## src/chg_map.svh

```systemverilog
// register map, field masks and reset values of the charger setpoint block
// Function
// RULE1: seven throttle flags read triggered state, reset zero
// RULE2: current setpoint written as one 16-bit value
// RULE3: setpoint bits sit at value bits 12 to 6
// RULE4: power-on clears current unless auto wakeup
// RULE5: input-good loss clears current, except overvoltage
// RULE6: cell-sense falling clears current setpoint
// RULE7: other faults leave current setpoint untouched
// RULE8: high reserved current bits set means invalid
// RULE9: low reserved current bits ignored, read zero
// RULE10: switch linear mode in pre-charge when selected
// RULE11: multi-cell pre-charge holds sysmin, clamp 384 mA
// RULE12: single cell pre-charge below 3 V, 384 mA
// RULE13: single cell under sysmin keeps linear, 2 A
// RULE14: voltage cap range 1.024-19.2 V, else ignored
// RULE15: power-on voltage cap follows cell count
// RULE16: current write after input-good starts charging
// RULE17: host writes voltage cap before current
// RULE18: zero voltage write restores default, zeroes current
// RULE19: voltage cap bits 14 to 4 valid
// RULE20: input-good high means source present
// RULE21: two bytes, low first, applied atomically
`ifndef CHG_MAP_SVH
`define CHG_MAP_SVH
`define AMPS_LO_ADDR 8'h02
`define AMPS_HI_ADDR 8'h03
`define VCAP_LO_ADDR 8'h04
`define VCAP_HI_ADDR 8'h05
`define FLAGS_LO_ADDR 8'h22
`define FLAGS_HI_ADDR 8'h23
`define AMPS_MASK 16'h1FC0
`define AMPS_LO_KEEP 8'hC0
`define AMPS_HI_BAD 8'hE0
`define VCAP_LO_KEEP 8'hF0
`define VCAP_HI_BAD 8'h80
`define VCAP_MIN 16'h0400
`define VCAP_MAX 16'h4B00
`define VCAP_1S 16'h1060
`define VCAP_2S 16'h20D0
`define VCAP_3S 16'h3130
`define VCAP_4S 16'h41A0
`define PRE_CLAMP 16'h0180
`define LDO_CLAMP 16'h0800
`endif

```

## src/chg_pkg.sv

```systemverilog
// types shared by the charger setpoint block
package chg_pkg;
	typedef enum logic [2:0] {
		PH_IDLE = 3'h0,
		PH_ADDR = 3'h1,
		PH_PTR = 3'h3,
		PH_WR = 3'h2,
		PH_RD = 3'h6
	} i2c_phase_t;
	typedef struct packed {
		logic [1:0] cells;
		logic cell_count_sense;
		logic vbat_pre;
		logic vbat_low_sys;
		logic ldo_sel;
		logic input_good;
		logic input_overvoltage;
		logic auto_wake;
	} batt_sense_t;
	typedef struct packed {
		logic [15:0] amps;
		logic [15:0] clamp;
		logic [15:0] volts;
		logic charge_en;
		logic precharge;
		logic sys_at_min;
		logic switch_ldo;
	} charge_ctrl_t;
	typedef struct packed {
		logic scl_q;
		logic sda_q;
		i2c_phase_t phase;
		logic [3:0] cnt;
		logic [7:0] sr;
		logic [7:0] tx;
		logic [7:0] ptr;
		logic rd_nack;
		logic sda_oe_n;
		logic sda_lvl;
		logic [7:0] stage_a;
		logic [7:0] stage_v;
		logic [15:0] amps;
		logic [15:0] volts;
		logic started;
		logic ig_q;
		logic cs_q;
		logic por_done;
		logic [7:0] flags;
		logic invalid;
		charge_ctrl_t ctrl;
	} regs_state_t;
endpackage

```

## src/charger_setpoint_status_regs.sv

```systemverilog
// i2c register bank: throttle flags, charge current setpoint, voltage cap
`timescale 1ns/100ps
`include "chg_map.svh"
module charger_setpoint_status_regs #(
	parameter logic [6:0] DEV_ADDR = 7'h09,
	parameter logic [15:0] AUTO_WAKE_AMPS = 16'h0000
) (
	// clock and reset
	input wire logic clk_i,
	input wire logic arst_n_i,
	// i2c pins
	input wire logic scl_i,
	input wire logic sda_i,
	output logic sda_o,
	output logic sda_oe_n_o,
	// charger state
	input wire logic [6:0] throttle_i,
	input wire chg_pkg::batt_sense_t sense_i,
	output chg_pkg::charge_ctrl_t ctrl_o,
	output logic invalid_write_o
);
	// ----------------------------------------
	// reset release
	// ----------------------------------------
	logic rst_q1;
	logic rst_n;
	always_ff @(posedge clk_i or negedge arst_n_i) begin
		if (!arst_n_i) begin
			rst_q1 <= 1'b0;
			rst_n <= 1'b0;
		end else begin
			rst_q1 <= 1'b1;
			rst_n <= rst_q1;
		end
	end

	// ----------------------------------------
	// decode helpers
	// ----------------------------------------
	function automatic logic [15:0] vcap_def(input logic [1:0] cells);
		case (cells)
			2'h0: vcap_def = `VCAP_1S; // [RULE15]
			2'h1: vcap_def = `VCAP_2S;
			2'h2: vcap_def = `VCAP_3S;
			default: vcap_def = `VCAP_4S;
		endcase
	endfunction

	function automatic logic [7:0] rd_byte(input logic [7:0] a, input logic [15:0] amps,
			input logic [15:0] volts, input logic [7:0] flags);
		case (a)
			`AMPS_LO_ADDR: rd_byte = amps[7:0];
			`AMPS_HI_ADDR: rd_byte = amps[15:8];
			`VCAP_LO_ADDR: rd_byte = volts[7:0];
			`VCAP_HI_ADDR: rd_byte = volts[15:8];
			`FLAGS_LO_ADDR: rd_byte = flags;
			default: rd_byte = 8'h00;
		endcase
	endfunction

	function automatic logic [15:0] min16(input logic [15:0] a, input logic [15:0] b);
		min16 = (a < b) ? a : b;
	endfunction

	// ----------------------------------------
	// state
	// ----------------------------------------
	chg_pkg::regs_state_t s;
	chg_pkg::regs_state_t n;
	logic start;
	logic stop;
	logic rise;
	logic fall;
	logic wr;
	logic one_cell;
	logic ldo_fast;
	logic [7:0] rb;
	logic [15:0] vw;

	assign start = s.scl_q & scl_i & s.sda_q & ~sda_i;
	assign stop = s.scl_q & scl_i & ~s.sda_q & sda_i;
	assign rise = scl_i & ~s.scl_q;
	assign fall = ~scl_i & s.scl_q;
	assign one_cell = (sense_i.cells == 2'h0);
	assign rb = rd_byte(s.ptr, s.amps, s.volts, s.flags);
	assign vw = {s.sr, s.stage_v};

	always_comb begin
		n = s;
		wr = 1'b0;
		ldo_fast = 1'b0;
		n.invalid = 1'b0;
		n.sda_lvl = 1'b0;
		n.scl_q = scl_i;
		n.sda_q = sda_i;
		n.ig_q = sense_i.input_good;
		n.cs_q = sense_i.cell_count_sense;
		n.flags = {1'b0, throttle_i}; // [RULE1]
		// serial engine: bit count rises 0..9, ack on the ninth clock
		if (start) begin
			n.phase = chg_pkg::PH_ADDR;
			n.cnt = 4'h0;
			n.sda_oe_n = 1'b1;
		end else if (stop) begin
			n.phase = chg_pkg::PH_IDLE;
			n.sda_oe_n = 1'b1;
		end else if (s.phase != chg_pkg::PH_IDLE) begin
			if (rise) begin
				n.sr = {s.sr[6:0], sda_i};
				n.cnt = s.cnt + 4'h1;
				if (s.cnt == 4'h8) begin
					n.rd_nack = sda_i;
				end
			end else if (fall) begin
				n.sda_oe_n = 1'b1;
				if (s.cnt == 4'h8) begin
					case (s.phase)
						chg_pkg::PH_ADDR: begin
							if (s.sr[7:1] == DEV_ADDR) begin
								n.sda_oe_n = 1'b0;
								n.phase = s.sr[0] ? chg_pkg::PH_RD : chg_pkg::PH_PTR;
							end else begin
								n.phase = chg_pkg::PH_IDLE;
							end
						end
						chg_pkg::PH_PTR: begin
							n.ptr = s.sr;
							n.sda_oe_n = 1'b0;
							n.phase = chg_pkg::PH_WR;
						end
						chg_pkg::PH_WR: begin
							n.sda_oe_n = 1'b0;
							n.ptr = s.ptr + 8'h01;
							wr = 1'b1;
						end
						default: ;
					endcase
				end else if (s.cnt == 4'h9) begin
					n.cnt = 4'h0;
					if (s.phase == chg_pkg::PH_RD) begin
						if (s.rd_nack) begin
							n.phase = chg_pkg::PH_IDLE;
						end else begin
							n.tx = rb;
							n.ptr = s.ptr + 8'h01;
							n.sda_oe_n = rb[7];
						end
					end
				end else if (s.phase == chg_pkg::PH_RD) begin
					n.sda_oe_n = s.tx[3'(4'h7 - s.cnt)];
				end
			end
		end
		// register writes; low bytes only stage, high byte commits the word
		if (wr) begin
			case (s.ptr)
				`AMPS_LO_ADDR: n.stage_a = s.sr & `AMPS_LO_KEEP; // [RULE9] [RULE21]
				`AMPS_HI_ADDR: begin
					if ((s.sr & `AMPS_HI_BAD) != 8'h00) begin
						n.invalid = 1'b1; // [RULE8]
					end else begin
						n.amps = {s.sr, s.stage_a} & `AMPS_MASK; // [RULE2] [RULE3] [RULE21]
						n.started = s.started | sense_i.input_good; // [RULE16]
					end
				end
				`VCAP_LO_ADDR: n.stage_v = s.sr & `VCAP_LO_KEEP; // [RULE19]
				`VCAP_HI_ADDR: begin
					if ((s.sr & `VCAP_HI_BAD) != 8'h00) begin
						n.invalid = 1'b1;
					end else if (vw == 16'h0000) begin
						n.volts = vcap_def(sense_i.cells); // [RULE18]
						n.amps = 16'h0000;
					end else if (vw >= `VCAP_MIN && vw <= `VCAP_MAX) begin
						n.volts = vw; // [RULE14]
					end
				end
				default: ;
			endcase
		end
		// of the faults, only source loss without overvoltage and pack removal clear the setpoint; other faults leave it
		if ((s.ig_q & ~sense_i.input_good & ~sense_i.input_overvoltage)
				| (s.cs_q & ~sense_i.cell_count_sense)) begin
			n.amps = 16'h0000; // [RULE5] [RULE6] [RULE7]
		end
		if (!sense_i.input_good) begin
			n.started = 1'b0; // [RULE20]
		end
		// straps are caught on the first edge after release
		if (!s.por_done) begin
			n.por_done = 1'b1;
			n.volts = vcap_def(sense_i.cells); // [RULE15]
			n.amps = sense_i.auto_wake ? AUTO_WAKE_AMPS : 16'h0000; // [RULE4]
		end
		// charge control, one cycle behind the registers
		n.ctrl.amps = s.amps;
		n.ctrl.volts = s.volts;
		n.ctrl.charge_en = s.started & sense_i.input_good & (s.amps != 16'h0000);
		n.ctrl.precharge = n.ctrl.charge_en & sense_i.vbat_pre; // [RULE12]
		ldo_fast = n.ctrl.charge_en & one_cell & ~sense_i.vbat_pre & sense_i.vbat_low_sys;
		n.ctrl.sys_at_min = n.ctrl.precharge & ~one_cell; // [RULE11]
		n.ctrl.switch_ldo = sense_i.ldo_sel & (n.ctrl.precharge | ldo_fast); // [RULE10] [RULE13]
		if (!n.ctrl.charge_en) begin
			n.ctrl.clamp = 16'h0000;
		end else if (n.ctrl.precharge) begin
			n.ctrl.clamp = min16(s.amps, `PRE_CLAMP); // [RULE11] [RULE12]
		end else if (ldo_fast) begin
			n.ctrl.clamp = min16(s.amps, `LDO_CLAMP); // [RULE13]
		end else begin
			n.ctrl.clamp = s.amps;
		end
	end

	always_ff @(posedge clk_i or negedge rst_n) begin
		if (!rst_n) begin
			s <= '0;
			s.scl_q <= 1'b1;
			s.sda_q <= 1'b1;
			s.sda_oe_n <= 1'b1;
			s.phase <= chg_pkg::PH_IDLE;
		end else begin
			s <= n;
		end
	end

	assign sda_o = s.sda_lvl;
	assign sda_oe_n_o = s.sda_oe_n;
	assign ctrl_o = s.ctrl;
	assign invalid_write_o = s.invalid;
endmodule

```

## config.mk

```make
export PLATFORM = sky130hd
export DESIGN_NAME = charger_setpoint_status_regs
export DESIGN_NICKNAME = d
export VERILOG_FILES = /design/src/chg_pkg.sv /design/src/charger_setpoint_status_regs.sv
export VERILOG_INCLUDE_DIRS = /design/src /design/src/src
export SDC_FILE = /design/constraint.sdc
export NUM_CORES = 1
export LEC_CHECK = 0
export BUFFER_PORTS_ARGS = -buffer_cell sky130_fd_sc_hd__buf_2
export CAP_MARGIN = 0
export CORE_MARGIN = 8
export CORE_UTILIZATION = 40
export CTS_CLUSTER_SIZE = 28
export DETAILED_ROUTE_END_ITERATION = 10
export PLACE_DENSITY_LB_ADDON = 0.15
export REMOVE_ABC_BUFFERS = 1
export SETUP_SLACK_MARGIN = 0.3
export SLEW_MARGIN = 20
export SYNTH_ARGS = -nofsm -noshare
export SYNTH_HDL_FRONTEND = slang
export SYNTH_SLANG_ARGS = --single-unit
```

## constraint.sdc

```tcl
create_clock -name clk_i -period 4.83 [get_ports clk_i]
set_clock_uncertainty 0.15 [all_clocks]
set_input_delay 0.483 -clock clk_i [delete_from_list [all_inputs] [get_ports clk_i]]
set_output_delay 0.483 -clock clk_i [all_outputs]
set_load 0.01 [all_outputs]
```

==> flow_metrics.py <==
metrics = {
    "setup_path": {
        "worst-endpoint-required_ns": 4.92,
        "critical_path.max_fanout": 9,
        "slowest_delay_ns": 0.53,
        "cp-end-kind": "flop",
        "timing.critical_path.slowest_stage_cell": "dfrtp_1",
        "reg2reg_depth": 6,
        "critical_path_buf_inv_count": 1,
        "startpoint_type_of_the_worst_setup_path": "flop",
        "timing.setup.critical_path_class": "reg -> reg",
        "reg_to_reg_critical_path_startpoint": "s[138]",
        "cp_data_arrival_time_ns": 2.82,
        "reg2reg_to": "n[8]",
        "chain_of_cells_forming_the_critical_path": "or3_4 -> nor3_1 -> nand2b_1 -> a31oi_1 -> buf_4 -> mux2_2",
        "path_delay_family": "simple AND/OR/NAND/NOR gates",
        "worst-r2r-setup-slack_ns": 2.10,
    },
    "timing": {
        "slew_violations": 0,
        "max_slew.worst_pin.slew_ns": 1.031,
        "grt_setup_unrepaired": "false",
        "finalHoldWorstSlack_ns": 0.08016,
        "setup_viol_count_final": 0,
        "timing_hold_violations_final": 0,
        "achievable-frequency_mhz": 366.2,
        "timing.final.crit_share_pct": 56.54,
        "slew-limit-headroom_pct": 30.99,
        "period_needed_ns": 2.731,
        "setup_tns_ns": 0,
    },
    "worst_hold_path": {
        "worstHoldPathType": "in -> reg",
        "hold_path.startpoint": "throttle_i[5]",
        "holdPathEnd": "s[58]",
        "min_path_cells": 1,
    },
    "power_and_ir_drop": {
        "total_power_mw": 1.744,
        "power.switching_uw": 420.0,
        "p_seq_share_pct": 52.5,
        "power.leakage_nw": 2.604,
        "intPower_mw": 1.324,
        "power.switching_fraction_pct": 24.08,
        "ir_worst_vdd_mv": 0.1620,
        "power.share.combinational_pct": 5.3,
        "power-per-cell-area_nw_per_um2": 320.0,
        "pwr-share-clk_pct": 42.1,
    },
    "floorplanning": {
        "initial_core_util_pct": 40.54,
        "die_h_um": 128.4,
        "total_die_area_um2": 16490,
        "num_rows": 41,
        "die_w_um": 128.4,
        "pin_count": 75,
        "placeableCoreArea_um2": 12470,
    },
    "yosys": {
        "yosysTopAreaCell": "dfrtp_1",
        "synth_async_sr_flop_share_pct": 100.0,
        "synthFlopType": "dfrtp_1",
        "netlist-cell-type-count": 67,
        "number_of_synthesis_warnings": 0,
        "syn-cell-area_um2": 5054,
        "synth-edff-count": 0,
        "post_synth_main_area_contributors": "dfrtp_1 49%, buf_4 8.2%, nand2_1 4.5%",
        "synth-seq-cells": 102,
        "synth_top_area_share_pct": 49.02,
        "synth_common_cells": "99 x dfrtp_1, 61 x nand2_1, 55 x buf_4",
        "synth.most_common_cell": "dfrtp_1",
        "syn_area_per_cell_um2": 10.42,
        "postSynthCellCount": 485,
        "synth_seq_area_share_pct": 50.58,
    },
    "finish": {
        "nets": 533,
        "final-instance-count-excl-fill": 678,
        "antenna_cells": 0,
        "area.growth.synth_to_final_pct": 7.873,
        "finalInstanceArea_um2": 5451,
        "final_layout_size_suffix_gt1_share_pct": 19.37,
    },
    "outcome": {
        "run_status": "finished, final reports clean",
    },
    "place": {
        "dp.cells": 661,
        "placed_cell_area_um2": 5144,
        "dp.final_hpwl_um": 8029,
        "buffer_ports.inserted": 49,
        "gpl.final_weighted_congestion": 0.8403,
    },
    "cts": {
        "clk_pin_slew_worst_paths_ns": 0.07,
        "clk_path_buf_depth": 2,
        "insertion_delay_ns": 0.35,
        "inserted_clock_buffers": 9,
        "cts_root_buffer": "clkbuf_16",
        "clock_sinks": 102,
        "cts_tree": "done",
        "clock_tree.htree_level_count": 3,
    },
    "routing": {
        "detailedRoute.firstPassIterationCount": 4,
        "drtIter0Drc": 220,
        "post-route-drc-count": 0,
        "detail-route-antenna-nets": 0,
        "wl_per_cell_um": 16.82,
        "vias": 3456,
        "avgViaCountPerCell": 5.097,
        "routed_wirelength_um": 11400,
    },
    "global_route": {
        "grt_overall_usage_pct": 14.53,
        "grt_pass1_vias": 3532,
        "maximum_number_of_pins_on_one_net_before_global_route_repair": 58,
        "grt_remaining_overflow": 0,
        "antenna_violations_before_repair": 0,
        "grt_pass1_wl_um": 18660,
    },
    "run": {
        "max_cap_violations": 0,
    },
}
[placed cells by master, fill, tap and decap left out, types with 3 or more instances in the layout]
master,instances
conb_1,26
a221oi_1,3
nand2b_1,6
nor4_1,5
nand3_1,10
a21oi_1,15
buf_4,3
clkbuf_16,9
mux2_2,7
nor2b_1,3
mux2_4,7
o31ai_1,3
ha_1,12
a211oi_1,4
and3_1,7
nor2_1,25
inv_1,24
dfstp_2,3
a222oi_1,5
a32oi_1,4
dfrtp_1,98
a22o_1,13
buf_2,49
nand2_1,61
nand3b_1,4
nor3_1,13
o21ai_0,29
[sequential cells by signal, summed over array words and instances, names as in the netlist]
register	cells
invalid_write_o	1
sda_oe_n_o	1
rst_n	1
n	18
s	51
ctrl_o	29
rst_q1	1
[worst reg2reg max path, stage by stage (launching register included)]
cell and delay (ns):
dfrtp_1 0.53, or3_4 0.51, nor3_1 0.33, nand2b_1 0.10, a31oi_1 0.36, buf_4 0.30, mux2_2 0.35
[logic make-up after synthesis]
family | Yosys count | synth area share, %
and+or+nand+nor | 156 | 16.27
DFF | 102 | 50.58
AOI/OAI and AO/OA | 97 | 13.35
buffers and inverters | 96 | 11.41
muxes | 18 | 4.927
adders and majority gates | 12 | 2.971
other | 2 | 0.1486
xor gates and xnor gates | 2 | 0.3467
[cell type report]
cell class / instances / area (um^2)
Inverter: 24 / 90.09
Multi-Input combinational cell: 311 / 2011
Clock buffer: 10 / 229.0
Fill cell: 1220 / 7014
Tap cell: 172 / 215.2
Clock inverter: 6 / 68.82
Sequential cell: 102 / 2560
Timing Repair Buffer: 53 / 277.8
[repair_timing]
| item | in CTS | in global routing |
|---|---|---|
| gates resized for setup | 0 | 0 |
| hold buffers | 1 | 0 |
| buffers inserted | 0 | 0 |
| hold endpoints to repair | 2 | 0 |
[power groups by stage]
| stage | clock, mW | sequential [mW] | combinational, mW |
|---|---|---|---|
| 2_1_floorplan | 0 | 0.926 | 0.0543 |
| 6_report | 0.735 | 0.916 | 0.0932 |
| 3_5_place_dp | 0 | 0.934 | 0.0930 |
| 4_1_cts | 0.755 | 0.918 | 0.0942 |
| 5_1_grt | 0.790 | 0.922 | 0.105 |
| 3_3_place_gp | 0 | 0.934 | 0.0918 |
[layer usage]
layer	global-route usage, %	wire length, um	share of wire (%)
met5	0	0	0
met4	6.643	206	1.8
met3	2.813	492	4.3
met2	21.97	5216	46
met1	19.74	5488	48
[stage by stage]
stage,worst slack [ns],util (%)
2_1_floorplan,1.634,-
6_report,2.099,43.73
3_3_place_gp,2.159,41.26
4_1_cts,2.110,43.73
3_5_place_dp,2.120,41.26
5_1_grt,1.902,43.73
[worst max path at each step]
stage               slack, ns         to  depth (start not counted)  startpoint
global placement         2.16       n[8]                          6      s[138]
floorplan                1.63  ctrl_o[0]                          0       rst_n
CTS                      2.11       n[8]                          8      s[140]
global route             1.90     s[123]                          6      s[140]
detailed placement       2.12       n[8]                          6      s[138]
finish                   2.10       n[8]                          6      s[138]
Power figures use the tool's default switching activity.
